===== src/hdl/pin_mux_defs.svh =====
// Constants for the pin function multiplexer: offsets, fields, resets.
// Notes on behaviour
// Register indices zero to twelve are reserved, read as zero and ignore writes.
// Each low pin has a 2-bit field where 00 selects fiber signal detect and 11 hands it to GPIO.
// Each two-wire clock pin field in bits 15:8 selects the serial clock with 00 and GPIO with 11.
// GPIO selection for clock pin n only takes effect while two-wire mux control bit n is clear.
// Bits 15:14 of the second control register put both upper pins under GPIO control with 11.
// Bit 13 is an active-low output enable for the low power hold pin, default input.
// While the hold pin is an output it is driven with bit 12, default zero.
// Read-only bit 11 returns the current level of the hold pin.
// With bit 10 set two-wire outputs are released instead of driven high, else both levels are driven.
// With bit 9 set LED outputs are released instead of driven high, else both levels are driven.
// Bits 3:2 select the quick link loss output with 00 and GPIO with 11.
// Bits 1:0 select two-wire data with 00 and GPIO with 11, bits 5:4 and 7:6 give GPIO with 11.
// The pin input register returns the fourteen pin levels in bits 13:0, bits 15:14 zero.
// Software selects the general purpose page before access and returns to the main page after.
// A pin under GPIO control is driven only when its output enable bit is set.
// Pin levels pass a synchroniser before they can be read.
`ifndef PIN_MUX_DEFS_SVH
`define PIN_MUX_DEFS_SVH

// ----------------------------------------------------------------------
// Sizes
// ----------------------------------------------------------------------
`define PM_NPINS          14
`define PM_NSYNC          15
`define PM_HOLD_SYNC_BIT  14

// ----------------------------------------------------------------------
// Register indices; the byte address is four times the index
// ----------------------------------------------------------------------
`define PM_IDX_RSVD_LAST  6'h0C
`define PM_IDX_FUNC_SEL   6'h0D
`define PM_IDX_CTL_TWO    6'h0E
`define PM_IDX_PIN_IN     6'h0F
`define PM_IDX_GPIO_DATA  6'h10
`define PM_IDX_GPIO_DIR   6'h11

// ----------------------------------------------------------------------
// Reset values and write masks
// ----------------------------------------------------------------------
`define PM_RST_FUNC_SEL   16'h0000
`define PM_RST_CTL_TWO    16'h2600
`define PM_RST_GPIO       14'h0000
`define PM_CTL_TWO_WMASK  16'hF6FF

// ----------------------------------------------------------------------
// Field positions and codes
// ----------------------------------------------------------------------
`define PM_BIT_HOLD_OE_N  13
`define PM_BIT_HOLD_DATA  12
`define PM_BIT_HOLD_IN    11
`define PM_BIT_TWI_HIZ    10
`define PM_BIT_LED_HIZ    9
`define PM_CODE_DEDICATED 2'b00
`define PM_CODE_GPIO      2'b11
`define PM_PIN_SCL_FIRST  4
`define PM_PIN_SDA        8
`define PM_PIN_LINK_LOSS  9
`define PM_PIN_PAIR_FIRST 12

`endif


===== src/hdl/pin_mux_pkg.sv =====
// Types shared by the pin function multiplexer modules.
package pin_mux_pkg;
`include "pin_mux_defs.svh"

  // State of the register and pin driver top.
  typedef struct packed {
    logic [15:0]             func_sel;
    logic [15:0]             ctl_two;
    logic [`PM_NPINS-1:0]    gpio_data;
    logic [`PM_NPINS-1:0]    gpio_dir;
    logic [31:0]             rdata;
    logic                    ready;
    logic                    slverr;
    logic [`PM_NPINS-1:0]    pin_out;
    logic [`PM_NPINS-1:0]    pin_oe;
    logic                    hold_out;
    logic                    hold_oe;
    logic [3:0]              sig_det;
    logic                    sda_level;
    logic                    led_rel;
    logic                    twi_rel;
  } top_state_t;

  // State of the pin input synchroniser.
  typedef struct packed {
    logic [`PM_NSYNC-1:0] s1;
    logic [`PM_NSYNC-1:0] s2;
    logic [`PM_NSYNC-1:0] s3;
    logic [`PM_NSYNC-1:0] level;
  } sync_state_t;

endpackage : pin_mux_pkg


===== src/hdl/pin_sync_if.sv =====
// Interface between the top and the pin input synchroniser.
`timescale 1ns/1ps
`default_nettype none
interface pin_sync_if;
  import pin_mux_pkg::*;
  logic [`PM_NSYNC-1:0] raw;
  logic [`PM_NSYNC-1:0] level;
  modport sync (input raw, output level);
  modport user (output raw, input level);
endinterface : pin_sync_if
`default_nettype wire


===== src/hdl/pin_input_sync.sv =====
// Three-stage synchroniser with agreement filter for the pin inputs.
`timescale 1ns/1ps
`default_nettype none
module pin_input_sync
  import pin_mux_pkg::*;
(
  // Clock and reset.
  input  wire logic clock,
  input  wire logic rst_n,
  input  wire logic clk_en,
  // Pin levels in and filtered levels out.
  pin_sync_if.sync  pins
);

  sync_state_t state_reg;
  sync_state_t state_next;
  logic [`PM_NSYNC-1:0] agree;

  // A level is taken only when stages two and three agree; stage one
  // feeds stage two alone so metastability never reaches the filter.
  always_comb begin
    state_next = state_reg;
    agree = ~(state_reg.s2 ^ state_reg.s3);
    state_next.s1 = pins.raw;
    state_next.s2 = state_reg.s1;
    state_next.s3 = state_reg.s2;
    state_next.level = (agree & state_reg.s3) | (~agree & state_reg.level);
  end

  // State register, frozen while the clock enable is low.
  always_ff @(posedge clock or negedge rst_n) begin
    if (!rst_n) begin
      state_reg <= '0;
    end else if (clk_en) begin
      state_reg <= state_next;
    end
  end

  assign pins.level = state_reg.level;

endmodule : pin_input_sync
`default_nettype wire


===== src/hdl/pin_drive_mux.sv =====
// Per-pin choice between dedicated function and GPIO drive.
`timescale 1ns/1ps
`default_nettype none
module pin_drive_mux
  import pin_mux_pkg::*;
(
  // Configuration.
  input  wire logic [15:0]          func_sel,
  input  wire logic [15:0]          ctl_two,
  input  wire logic [3:0]           twi_mux_enable,
  input  wire logic [`PM_NPINS-1:0] gpio_data,
  input  wire logic [`PM_NPINS-1:0] gpio_dir,
  // Dedicated function drive levels.
  input  wire logic [3:0]           twi_scl_drive,
  input  wire logic                 twi_sda_drive,
  input  wire logic                 quick_link_loss_level,
  // Pin drive.
  output var  logic [`PM_NPINS-1:0] pin_out,
  output var  logic [`PM_NPINS-1:0] pin_oe
);

  logic twi_hiz;
  assign twi_hiz = ctl_two[`PM_BIT_TWI_HIZ];

  // Each pin finds its field, decides GPIO or dedicated, then drives.
  for (genvar i = 0; i < `PM_NPINS; i++) begin : g_pin
    logic [1:0] code;
    logic       gsel;
    logic       ded_out;
    logic       ded_oe;
    if (i < `PM_PIN_SDA) begin : g_code_lo
      assign code = func_sel[2*i +: 2];
    end else if (i < `PM_PIN_PAIR_FIRST) begin : g_code_mid
      assign code = ctl_two[2*(i-`PM_PIN_SDA) +: 2];
    end else begin : g_code_hi
      assign code = ctl_two[15:14];
    end
    if (i >= `PM_PIN_SCL_FIRST && i < `PM_PIN_SDA) begin : g_scl
      // Mux control keeps the pin as a serial clock whatever the field.
      assign gsel = (code == `PM_CODE_GPIO) &&
                    !twi_mux_enable[i-`PM_PIN_SCL_FIRST];
      assign ded_out = twi_scl_drive[i-`PM_PIN_SCL_FIRST];
      assign ded_oe  = !(twi_hiz && ded_out);
    end else if (i == `PM_PIN_SDA) begin : g_sda
      assign gsel    = (code == `PM_CODE_GPIO);
      assign ded_out = twi_sda_drive;
      assign ded_oe  = (code == `PM_CODE_DEDICATED) &&
                       !(twi_hiz && twi_sda_drive);
    end else if (i == `PM_PIN_LINK_LOSS) begin : g_link
      assign gsel    = (code == `PM_CODE_GPIO);
      assign ded_out = quick_link_loss_level;
      assign ded_oe  = (code == `PM_CODE_DEDICATED);
    end else begin : g_plain
      // Signal detect pins are inputs; pins without a function float.
      assign gsel    = (code == `PM_CODE_GPIO);
      assign ded_out = 1'b0;
      assign ded_oe  = 1'b0;
    end
    assign pin_out[i] = gsel ? gpio_data[i] : ded_out;
    assign pin_oe[i]  = gsel ? gpio_dir[i] : ded_oe;
  end

endmodule : pin_drive_mux
`default_nettype wire


===== src/hdl/pin_function_mux.sv =====
// Top of the pin function multiplexer with its APB register file.
`timescale 1ns/1ps
`default_nettype none
module pin_function_mux
  import pin_mux_pkg::*;
(
  // Clock, reset and clock enable.
  input  wire logic                 clock,
  input  wire logic                 rst_n,
  input  wire logic                 clk_en,
  // APB slave.
  input  wire logic [7:0]           paddr,
  input  wire logic                 psel,
  input  wire logic                 penable,
  input  wire logic                 pwrite,
  input  wire logic [31:0]          pwdata,
  input  wire logic [3:0]           pstrb,
  output logic      [31:0]          prdata,
  output logic                      pready,
  output logic                      pslverr,
  // GPIO pins, input, output and output enable.
  input  wire logic [`PM_NPINS-1:0] gpio_pin_in,
  output logic      [`PM_NPINS-1:0] gpio_pin_out,
  output logic      [`PM_NPINS-1:0] gpio_pin_oe,
  // Low power hold pin.
  input  wire logic                 low_power_hold_pin_in,
  output logic                      low_power_hold_pin_out,
  output logic                      low_power_hold_pin_oe,
  // Dedicated functions inside the device.
  input  wire logic [3:0]           twi_mux_enable,
  input  wire logic [3:0]           twi_scl_drive,
  input  wire logic                 twi_sda_drive,
  input  wire logic                 quick_link_loss_output,
  output logic                      twi_sda_level,
  output logic      [3:0]           fiber_signal_detect,
  output logic                      twi_release_high,
  output logic                      led_release_high
);

  // ----------------------------------------------------------------------
  // Declarations
  // ----------------------------------------------------------------------
  top_state_t state_reg;
  top_state_t state_next;
  pin_sync_if sif ();
  logic [`PM_NPINS-1:0] mux_out;
  logic [`PM_NPINS-1:0] mux_oe;
  logic [5:0]           idx;
  logic                 setup_phase;
  logic                 access_phase;
  logic                 mapped;
  logic [15:0]          ctl_two_view;
  logic [15:0]          pin_in_view;

  // ----------------------------------------------------------------------
  // Synchroniser and pin driver
  // ----------------------------------------------------------------------

  // The hold pin rides in the top bit of the synchroniser.
  assign sif.raw = {low_power_hold_pin_in, gpio_pin_in};

  pin_input_sync u_sync (
    .clock  (clock),
    .rst_n  (rst_n),
    .clk_en (clk_en),
    .pins   (sif.sync)
  );

  pin_drive_mux u_mux (
    .func_sel              (state_reg.func_sel),
    .ctl_two               (state_reg.ctl_two),
    .twi_mux_enable        (twi_mux_enable),
    .gpio_data             (state_reg.gpio_data),
    .gpio_dir              (state_reg.gpio_dir),
    .twi_scl_drive         (twi_scl_drive),
    .twi_sda_drive         (twi_sda_drive),
    .quick_link_loss_level (quick_link_loss_output),
    .pin_out               (mux_out),
    .pin_oe                (mux_oe)
  );

  // ----------------------------------------------------------------------
  // Read views
  // ----------------------------------------------------------------------

  // Control two reads back its stored bits plus the live hold pin level;
  // bit 8 is reserved and reads zero.
  always_comb begin
    ctl_two_view = state_reg.ctl_two & `PM_CTL_TWO_WMASK;
    ctl_two_view[`PM_BIT_HOLD_IN] = sif.level[`PM_HOLD_SYNC_BIT];
  end

  // Pin levels come from the synchroniser, so a read lags the pin by
  // about four clocks; the top two bits read zero.
  assign pin_in_view = {2'b00, sif.level[`PM_NPINS-1:0]};

  // ----------------------------------------------------------------------
  // APB decode
  // ----------------------------------------------------------------------
  assign idx          = paddr[7:2];
  assign setup_phase  = psel && !penable;
  assign access_phase = psel && penable && state_reg.ready;

  // Reserved indices answer without error; anything past the GPIO
  // direction register is refused with pslverr.
  assign mapped = (idx <= `PM_IDX_GPIO_DIR);

  // Byte lane merge for the 16-bit registers.
  function automatic logic [15:0] merge16(input logic [15:0] old_v,
                                          input logic [31:0] wd,
                                          input logic [3:0]  strb);
    logic [15:0] res;
    res = old_v;
    if (strb[0]) begin
      res[7:0] = wd[7:0];
    end
    if (strb[1]) begin
      res[15:8] = wd[15:8];
    end
    return res;
  endfunction : merge16

  // ----------------------------------------------------------------------
  // Next state
  // ----------------------------------------------------------------------
  always_comb begin
    logic [15:0] tmp;
    tmp = 16'h0000;
    state_next = state_reg;
    state_next.ready  = 1'b0;
    state_next.slverr = 1'b0;

    // Setup phase: answer is prepared so pready rises in the access
    // phase with zero wait states.
    if (setup_phase) begin
      state_next.ready  = 1'b1;
      state_next.slverr = !mapped;
      state_next.rdata  = 32'h0000_0000;
      if (!pwrite) begin
        if (idx <= `PM_IDX_RSVD_LAST) begin
          state_next.rdata = 32'h0000_0000;
        end else if (idx == `PM_IDX_FUNC_SEL) begin
          state_next.rdata = {16'h0000, state_reg.func_sel};
        end else if (idx == `PM_IDX_CTL_TWO) begin
          state_next.rdata = {16'h0000, ctl_two_view};
        end else if (idx == `PM_IDX_PIN_IN) begin
          state_next.rdata = {16'h0000, pin_in_view};
        end else if (idx == `PM_IDX_GPIO_DATA) begin
          state_next.rdata = {18'h0_0000, state_reg.gpio_data};
        end else if (idx == `PM_IDX_GPIO_DIR) begin
          state_next.rdata = {18'h0_0000, state_reg.gpio_dir};
        end else begin
          state_next.rdata = 32'h0000_0000;
        end
      end
    end

    // Access phase: writes land at the edge that completes the transfer.
    // Reserved and read-only registers drop the write.
    if (access_phase && pwrite) begin
      if (idx == `PM_IDX_FUNC_SEL) begin
        state_next.func_sel = merge16(state_reg.func_sel, pwdata, pstrb);
      end else if (idx == `PM_IDX_CTL_TWO) begin
        tmp = merge16(state_reg.ctl_two, pwdata, pstrb);
        state_next.ctl_two = tmp & `PM_CTL_TWO_WMASK;
      end else if (idx == `PM_IDX_GPIO_DATA) begin
        tmp = merge16({2'b00, state_reg.gpio_data}, pwdata, pstrb);
        state_next.gpio_data = tmp[`PM_NPINS-1:0];
      end else if (idx == `PM_IDX_GPIO_DIR) begin
        tmp = merge16({2'b00, state_reg.gpio_dir}, pwdata, pstrb);
        state_next.gpio_dir = tmp[`PM_NPINS-1:0];
      end
    end

    // Pin drive is registered so the pins never glitch on mux decode.
    state_next.pin_out  = mux_out;
    state_next.pin_oe   = mux_oe;
    state_next.hold_oe  = !state_reg.ctl_two[`PM_BIT_HOLD_OE_N];
    state_next.hold_out = state_reg.ctl_two[`PM_BIT_HOLD_DATA];

    // Signal detect is passed on only while its pin is not a GPIO.
    for (int i = 0; i < 4; i++) begin
      state_next.sig_det[i] =
        (state_reg.func_sel[2*i +: 2] != `PM_CODE_GPIO) &&
        sif.level[i];
    end
    state_next.sda_level = sif.level[`PM_PIN_SDA];
    state_next.twi_rel   = state_reg.ctl_two[`PM_BIT_TWI_HIZ];
    state_next.led_rel   = state_reg.ctl_two[`PM_BIT_LED_HIZ];
  end

  // ----------------------------------------------------------------------
  // State register
  // ----------------------------------------------------------------------

  // Reset leaves every pin released and every field at its default.
  always_ff @(posedge clock or negedge rst_n) begin
    if (!rst_n) begin
      state_reg           <= '0;
      state_reg.func_sel  <= `PM_RST_FUNC_SEL;
      state_reg.ctl_two   <= `PM_RST_CTL_TWO;
      state_reg.gpio_data <= `PM_RST_GPIO;
      state_reg.gpio_dir  <= `PM_RST_GPIO;
      state_reg.twi_rel   <= 1'b1;
      state_reg.led_rel   <= 1'b1;
    end else if (clk_en) begin
      state_reg <= state_next;
    end
  end

  // ----------------------------------------------------------------------
  // Outputs
  // ----------------------------------------------------------------------
  assign prdata                 = state_reg.rdata;
  assign pready                 = state_reg.ready;
  assign pslverr                = state_reg.slverr;
  assign gpio_pin_out           = state_reg.pin_out;
  assign gpio_pin_oe            = state_reg.pin_oe;
  assign low_power_hold_pin_out = state_reg.hold_out;
  assign low_power_hold_pin_oe  = state_reg.hold_oe;
  assign twi_sda_level          = state_reg.sda_level;
  assign fiber_signal_detect    = state_reg.sig_det;
  assign twi_release_high       = state_reg.twi_rel;
  assign led_release_high       = state_reg.led_rel;

endmodule : pin_function_mux
`default_nettype wire


===== config.mk =====
export PLATFORM = sky130hd
export DESIGN_NAME = pin_function_mux
export DESIGN_NICKNAME = d
export VERILOG_FILES = /design/src/hdl/pin_mux_pkg.sv /design/src/hdl/pin_sync_if.sv /design/src/hdl/pin_input_sync.sv /design/src/hdl/pin_drive_mux.sv /design/src/hdl/pin_function_mux.sv
export VERILOG_INCLUDE_DIRS = /design/src /design/src/hdl
export SDC_FILE = /design/constraint.sdc
export NUM_CORES = 1
export LEC_CHECK = 0
export BUFFER_PORTS_ARGS = -buffer_cell sky130_fd_sc_hd__buf_2
export CORE_UTILIZATION = 40
export DETAILED_ROUTE_END_ITERATION = 8
export RECOVER_POWER = 100
export SETUP_SLACK_MARGIN = 0.2
export SKIP_CTS_REPAIR_TIMING = 1
export SYNTH_ARGS = -nofsm -noshare
export SYNTH_HDL_FRONTEND = slang
export SYNTH_HIERARCHICAL = 1
export SYNTH_SLANG_ARGS = --single-unit

===== constraint.sdc =====
create_clock -name clock -period 2 [get_ports clock]
set_input_delay 0.4 -clock clock [delete_from_list [all_inputs] [get_ports clock]]
set_output_delay 0.4 -clock clock [all_outputs]
set_load 0.02 [all_outputs]

* Yosys cells after proc, flatten, opt, wreduce, memory -nomap -nowiden *
Index checks and enable logic that the tools add are counted.

storage, ports and cells
  register bits after elaboration = 173
  input port bits = 75
  output and inout port bits = 71
  logic and storage cells = 133

cells by class
  $lt $le $gt $ge = 2
  equal/unequal tests = 22
  mux-type cells = 36
  bitwise operators = 9
  reductions and logical operators = 41

operators with widths
  operator            number
  $mux 16             4
  $mux 14             3
  $and 15x15->15      2
  $not 15->15         2
  $mux 1              28
  $eq 2x2->1 const B  13
  $eq 6x4->1 const B  3
  $logic_and 1x1->1   18
  $or 15x15->15       1
  $xor 15x15->15      1
  $reduce_and 7->1    2
  $eq 6x5->1 const B  2
  $logic_not 1->1     12
  $reduce_and 6->1    2
  $reduce_and 5->1    2
  $ne 2x2->1 const B  4
  $reduce_and 4->1    2
  $le 6x4->1 const B  1
  $le 6x5->1 const B  1
  $logic_not 2->1     2
  $not 1->1           3
  $mux 2              1
  $reduce_and 2->1    1

* Logic depth before layout (Yosys ltp) *
Gate-level depths: netlist of the first run.

  word-level depth = 8
  depth in mapped cells = 6
  mapped depth without buffers = 4

* Cells and area by module *
The synthesis of the first run kept the hierarchy.

by module, submodules not included
  module            times used  cells each  area each (um^2)  seq. area each (um^2)
  pin_function_mux  1           415         5407.7            2834.0
  pin_input_sync    1           205         2650.0            1501.4
  pin_drive_mux     1           40          371.6             0.0

* Worst setup path after synthesis of the first run *
OpenSTA, ideal clock, no wires.

  path type = input-to-reg
  start = in clk_en
  end = reg, netlist name state_reg[85]
  library setup time = 0.125 ns
  arrival = 1.690 ns
  required time = 1.875 ns
  slack = 0.185 ns
  stages = 6
  path buffers = 2
  cell sequence = buf_4 and4_4 nand3_4 or3_1 buf_4 mux2_4

on the way
  cells in the longest elaborated chain, start to end = 1

ends and longest elaborated chain
  element                     line                    RTL
  start: declaration          pin_function_mux.sv:10  input wire logic clk_en,
  $reduce_and 6->1 (no line)  n/a

Every way passes these cells.
A chain may end at the register's enable or synchronous reset.

* Final worst setup path of the first run *
  start = in paddr[6]
  end = reg state_reg (netlist bit prdata[12])

on the way
  cells in the longest elaborated chain, start to end = 8
  elaborated cells between the ends (all ways) = 13
  those cells by class = order compare: 1; eq/ne: 5; mux: 7

ends and longest elaborated chain
  element                 line                     RTL
  start: declaration      pin_function_mux.sv:12   input wire logic [7:0] paddr,
  $eq 6x5->1 (no line)    n/a
  $mux 14                 pin_function_mux.sv:150  end else if (idx == `PM_IDX_GPIO_DIR) begin
  $mux 14                 pin_function_mux.sv:148  end else if (idx == `PM_IDX_GPIO_DATA) begin
  $mux 14                 pin_function_mux.sv:146  end else if (idx == `PM_IDX_PIN_IN) begin
  $mux 16                 pin_function_mux.sv:144  end else if (idx == `PM_IDX_CTL_TWO) begin
  $mux 16                 pin_function_mux.sv:142  end else if (idx == `PM_IDX_FUNC_SEL) begin
  $mux 16 *               pin_function_mux.sv:140  if (idx <= `PM_IDX_RSVD_LAST) begin
  $mux 16 *               pin_function_mux.sv:139  if (!pwrite) begin
  end signal: assignment  pin_function_mux.sv:207  state_reg <= state_next;
  end: declaration        pin_function_mux.sv:43   top_state_t state_reg;

Mark *: on every way between the ends. The rest lies on a longest branch, timed or not.

==> results.tsv, run 1 <==
stage	metric	value	unit
global_route	grt_pass1_vias	5216	
global_route	overflow	0	
worst_setup_path	end_kind	register	
routing	top_layer	met4	
final_layout	layout.nets	807	
worst_setup_path	worstPathCellList	clkbuf_1 > and4bb_1 > nand3b_2 > clkbuf_1 > o221ai_1 > a32o_1	
worst_setup_path	cp_max_fo	12	
yosys	synth_cell_types	50	
timing	fmax	586	MHz
yosys	synth-main-ff-cell	dfrtp_1	
flow_run	drv_cap	0	
power	irDropWorstVdd	0.528	mV
yosys	postSynthAreaPerCell	12.8	um2
final_layout	area.growth.synth_to_final	9.50	%
worst_setup_path	crit_path_start_kind	primary input	
routing	routedWlPerCell	17.7	um
worst_setup_path	crit_top_cell	clkbuf_1	
cts	clk_latency	0.42	ns
timing	grt_setup_unrepaired	no	
yosys	yosysTopAreaCellShare	0.499	
power	p_switching	2.09	mW
final_layout	drive_gt1_frac	0.343	
routing	drc	0	
yosys	synth_area_leaders	dfrtp_1, mux2_2, buf_4, mux2_4, mux2i_1	
timing	slew_headroom	0.360	
cts	clock_sinks	173	
floorplanning	initial_core_util	0.413	
power	finalPower	8.09	mW
cts	cts_buffer_depth	2	
power	power_frac_seq	0.509	
worst_hold_path	holdPathEnd	u_sync/state_next[41]$_DFFE_PN0P_	
power	leakagePower	4.24	nW
timing	clock_skew	0.00639	ns
routing	drtPass1Iterations	4	
worst_setup_path	r2r-end	state_reg[125]$_DFFE_PN0P_	
yosys	ys_seq_elements	173	
yosys	synth-edff-count	0	
cts	htreeDepth	4	
yosys	synthCells	660	
timing	finalSetupViolCount	0	
global_route	antenna_found_initial	1	
power	swShare	0.259	
global_route	grt_max_degree	121	
yosys	synthArstFlopShare	1.00	
global_route	grt_pass1_wl	29100	um
power	clockPowerShare	0.376	
yosys	yosysSeqAreaShare	0.514	
power	p_int	6.00	mW
worst_setup_path	worst_path_max_delay_cell	clkbuf_1	
worst_hold_path	worstHoldPathType	primary input to register	
power	power_density	877	nW/um2
final_layout	final_cell_count_no_fill	1015	
power	comb_power_share	0.116	
yosys	yosysTopAreaCell	dfrtp_1	
place	place.gp.congestion	0.834	
floorplanning	die_h	147	um
place	numPortBuffers	109	
worst_setup_path	crit_arrival	2.01	ns
yosys	syn-cell-area	8430	um2
worst_setup_path	timing.rr.start	pready$_DFFE_PN0P_	
timing	tightestPinTransition	0.960	ns
worst_setup_path	path_depth	6	
routing	wirelength	17900	um
floorplanning	dieArea	21700	um2
timing	slew_violations	0	
floorplanning	chipWidth	147	um
yosys	ys_top_cells_by_count	dfrtp_1, mux2_2, buf_4, nand2_1, inv_1	
cts	path_clk_slew	0.06	ns
worst_setup_path	required	2.30	ns
timing	fin_hold_ws	0.212	ns
routing	vias	5115	
worst_hold_path	min_from	gpio_pin_in[11]	
yosys	ys_warn_count	6	
place	placed_cells	982	
cts	clockRootBuffer	clkbuf_16	
worst_hold_path	hold_path_depth	2	
worst_setup_path	worstSetupPathType	primary input to register	
yosys	yosysMostFrequentCell	dfrtp_1	
worst_setup_path	max_stage_delay	0.44	ns
floorplanning	pin_count	146	
worst_setup_path	critical-path-top-delay-family	buffers and inverters	
floorplanning	core-area	20400	um2
cts	cts_tree	built	
routing	drt_iter0_drc	271	
routing	avgViaCountPerCell	5.04	
timing	fin_crit	1.71	ns
routing	dr_wl_met3	960	um
outcome	status	complete, no violations	
timing	finalHoldViolations	0	
global_route	grtUsageTotal	0.176	
timing	fin_crit_sh	0.853	
routing	dr_wl_met2	8010	um
routing	met1_length	8760	um
routing	ant_nets	0	
worst_setup_path	crit_buf_inv	2	
cts	cts-buffers-inserted	17	
place	hpwl	13300	um
floorplanning	fp-row-count	52	
worst_setup_path	rrSetupSlack	0.33	ns
worst_setup_path	rr_worst_depth	5	
final_layout	largest_reg_flops	44	
## cell usage in the layout (no fill, tap or decap), types with 10 or more instances in the layout
master | netlist | final
dfrtp_1 | 168 | 168
mux2_2 | 114 | 112
clkbuf_1 | 8 | 70
buf_2 | 5 | 51
nand2_1 | 29 | 29
inv_1 | 27 | 27
o21ai_0 | 22 | 22
mux2i_1 | 22 | 22
buf_4 | 82 | 19
clkbuf_16 | 0 | 17
conb_1 | 1 | 16
and3_1 | 16 | 16
nand2b_1 | 15 | 15
mux2_1 | 0 | 12
o22ai_1 | 11 | 11
a21oi_2 | 10 | 10
## power by group through the flow
| stage | Combinational, mW | Clock, mW | Sequential, mW |
|---|---|---|---|
| after global routing | 1.05 | 3.27 | 4.16 |
| after detailed placement | 0.985 | 0 | 4.18 |
| after floorplan | 0.916 | 0 | 4.07 |
| after global placement | 0.947 | 0 | 4.16 |
| after CTS | 0.989 | 3.14 | 4.12 |
| final | 0.935 | 3.04 | 4.12 |
## through the flow
step                utilization  setup WS, ns  area, um2  TNS, ns
finish                    0.452         0.294       9230        0
global route              0.452         0.162       9230        0
CTS                       0.463         0.379       9450        0
detailed placement        0.436       -0.0485       8910   -0.330
global placement          0.436        0.0378       8910        0
floorplan                     -         0.225       8490        0
## layer usage
layer | GRT usage | up-vias
met4 | 0.0546 | 0
met1 | 0.252 | 2566
met5 | 0 | -
met3 | 0.0425 | 14
met2 | 0.262 | 140
li1 | - | 2395
## worst max-delay path by stage
stage	startpoint	to
after floorplan	clk_en	state_reg[85]$_DFFE_PN0P_
after global placement	paddr[6]	prdata[3]$_DFFE_PN0P_
after detailed placement	paddr[6]	prdata[8]$_DFFE_PN0P_
after CTS	pready$_DFFE_PN0P_	state_reg[89]$_DFFE_PN0P_
after global routing	paddr[3]	state_reg[80]$_DFFE_PN0P_
final	paddr[6]	prdata[12]$_DFFE_PN0P_
## area by class of cell
class                   instances  area (um2)
diodes                          1        2.50
clock buffers                  24         472
clock inverters                 7        65.1
fillers                      1936       11200
inverters                      27         101
multi-input cells             370        3150
flip-flops and latches        173        4340
well taps                     270         338
repair buffers                143         764
## cells by family after synthesis
kind of cell	count (synthesis)	synth area share
flip-flops	173	0.514
multiplexers	152	0.207
buffers and inverters	132	0.104
AND/OR/NAND/NOR	108	0.0824
AO/OA/AOI/OAI	94	0.0919
other	1	0.000445
Note: power is estimated with default switching activity, not from simulation.
==> run 2: changes to the inputs <==
==> constraint.sdc (replaced) <==
create_clock -name clock -period 1.4 [get_ports clock]
set_input_delay 0.28 -clock clock [delete_from_list [all_inputs] [get_ports clock]]
set_output_delay 0.28 -clock clock [all_outputs]
set_load 0.02 [all_outputs]
==> run 2 against run 1 <==
  * The flow now finishes with violations (negative setup slack)
  * Worst setup slack lost 0.30 ns
  * Combinational power is 65% higher
  * Count of clock-buffer cells in the layout decreased by 3
  * Sequential power increased by 43%
  * First-iteration DRC count shrank 1.8%
  * Non-clock buffer count rose by 48
  * Final area increased by 12%
  * Clock skew up 0.0049 ns
  * Via count rose by 4.8%
  * Clock power is 75% higher
  * Routed wire length rose by 6.4%
  * Largest cell class unchanged
==> results.tsv, run 2 (synthesis results as in run 1) <==
stage	metric	value	unit
outcome	status	complete, but fails checks	
outcome	violations	negative setup slack	
floorplanning	pin_count	146	
final_layout	final_area	10300	um2
power	irDropWorstVdd	0.867	mV
place	place_ws	-0.387	ns
global_route	grt_max_degree	109	
cts	path_clk_slew	0.06	ns
routing	drt_iter0_drc	266	
final_layout	layout_common_cells	dfrtp_1, mux2_2, buf_4	
floorplanning	dieArea	21700	um2
worst_setup_path	worstSetupPathType	register to register	
global_route	grt_pass1_vias	5381	
place	place.gp.congestion	0.805	
timing	slew_violations	0	
floorplanning	core-area	20400	um2
routing	ant_nets	0	
final_layout	drive_gt1_frac	0.496	
timing	tightestPinTransition	0.915	ns
global_route	grtUsageTotal	0.180	
global_route	overflow	0	
cts	cts_tree	built	
worst_setup_path	crit_path_start_kind	register	
timing	finalSetupViolCount	2	
final_layout	area.growth.synth_to_final	22.1	%
final_layout	layout_commonest_cell	dfrtp_1	
timing	grt_setup_unrepaired	yes	
global_route	antenna_found_initial	0	
floorplanning	initial_core_util	0.413	
routing	avgViaCountPerCell	5.04	
cts	htreeDepth	4	
floorplanning	fp-row-count	52	
routing	drtPass1Iterations	4	
place	numPortBuffers	109	
routing	vias	5359	
timing	slew_headroom	0.390	
worst_setup_path	cp_max_fo	3	
routing	wirelength	19100	um
place	placed_area	9160	um2
routing	routedWlPerCell	18.0	um
cts	clk_latency	0.43	ns
cts	clockRootBuffer	clkbuf_16	
worst_setup_path	end_kind	register	
global_route	grt_pass1_wl	29900	um
timing	finalWorstSetupSlack	-0.00600	ns
routing	drc	0	
timing	fin_setup_tns	-0.00690	ns
worst_setup_path	required	1.71	ns
worst_hold_path	worstHoldPathType	primary input to register	
timing	fin_crit	1.41	ns
final_layout	diodes	0	
cts	clock_sinks	173	
worst_setup_path	crit_arrival	1.72	ns
flow_run	drv_cap	0	
power	leakagePower	5.01	nW
floorplanning	die_h	147	um
timing	fin_hold_ws	0.0837	ns
cts	cts_buffer_depth	2	
place	hpwl	13500	um
timing	fin_crit_sh	1.00	
timing	fmax	711	MHz
final_layout	largest_reg_flops	44	
cts	cts-buffers-inserted	17	
floorplanning	chipWidth	147	um
power	power_density	1240	nW/um2
timing	clock_skew	0.0113	ns
timing	finalHoldViolations	0	
final_layout	layout.nets	855	
-- run 2: changes by cell type in the layout (fill, tap and decap cells not counted), moves of 14 or more --
cell and change:
clkbuf_1 -45, buf_4 +38, mux2_4 +33, clkbuf_2 +31, mux2_2 -21, buf_6 +14
-- run 2: final cells by class --
| type | count | area, um2 |
|---|---|---|
| clock buffer | 21 | 450 |
| clock inverter | 11 | 215 |
| fill | 1811 | 10100 |
| inverter | 27 | 101 |
| multi-input combinational | 370 | 3470 |
| sequential | 173 | 4340 |
| tap | 270 | 338 |
| timing repair buffer | 191 | 1370 |
-- run 2: power breakdown --
part           internal (mW)  switching (mW)  leakage, nW
clock network           3.39            1.92        0.321
registers               5.44           0.436         2.19
logic                  0.756           0.784         2.50
-- run 2: layer usage --
layer  global-route usage  up-vias  wire, um
li1                     -     2487         -
met2                0.281      140      9090
met4               0.0526        0       226
met3               0.0407       17       745
met1                0.250     2715      9030
met5                    0        -         0
-- run 2: path summary, 6_finish.rpt --
check	slack, ns	end	start	cells past startpoint
max	-0.006	gpio_pin_out[4]$_DFFE_PN0P_	state_reg[124]$_DFFE_PN0P_	3
min	0.08	u_sync/state_next[34]$_DFFE_PN0P_	gpio_pin_in[4]	2
max reg2reg	-0.006	gpio_pin_out[4]$_DFFE_PN0P_	state_reg[124]$_DFFE_PN0P_	3
min reg2reg	0.49	u_sync/state_next[28]$_DFFE_PN0P_	u_sync/state_next[43]$_DFFE_PN0P_	2
max in group asynchronous	0.10	ctl_two_view[10]$_DFFE_PN1P_	rst_n	3
min in group asynchronous	0.47	ctl_two_view[15]$_DFFE_PN0P_	rst_n	2
-- run 2: through the flow --
step / utilization / power, mW / std cells
final: 0.504 / 12.7 / 1063
after global routing: 0.504 / 13.3 / 1063
after CTS: 0.481 / 12.8 / 1023
after detailed placement: 0.448 / 7.42 / 991
after global placement: 0.448 / 7.34 / 991
after floorplan: - / 7.14 / 675
-- run 2: worst max-delay path, cell delays in order, from the launching register on --
cell and delay, ns:
dfrtp_1 0.37, nand3b_1 0.28, mux2_4 0.39, mux2_4 0.25
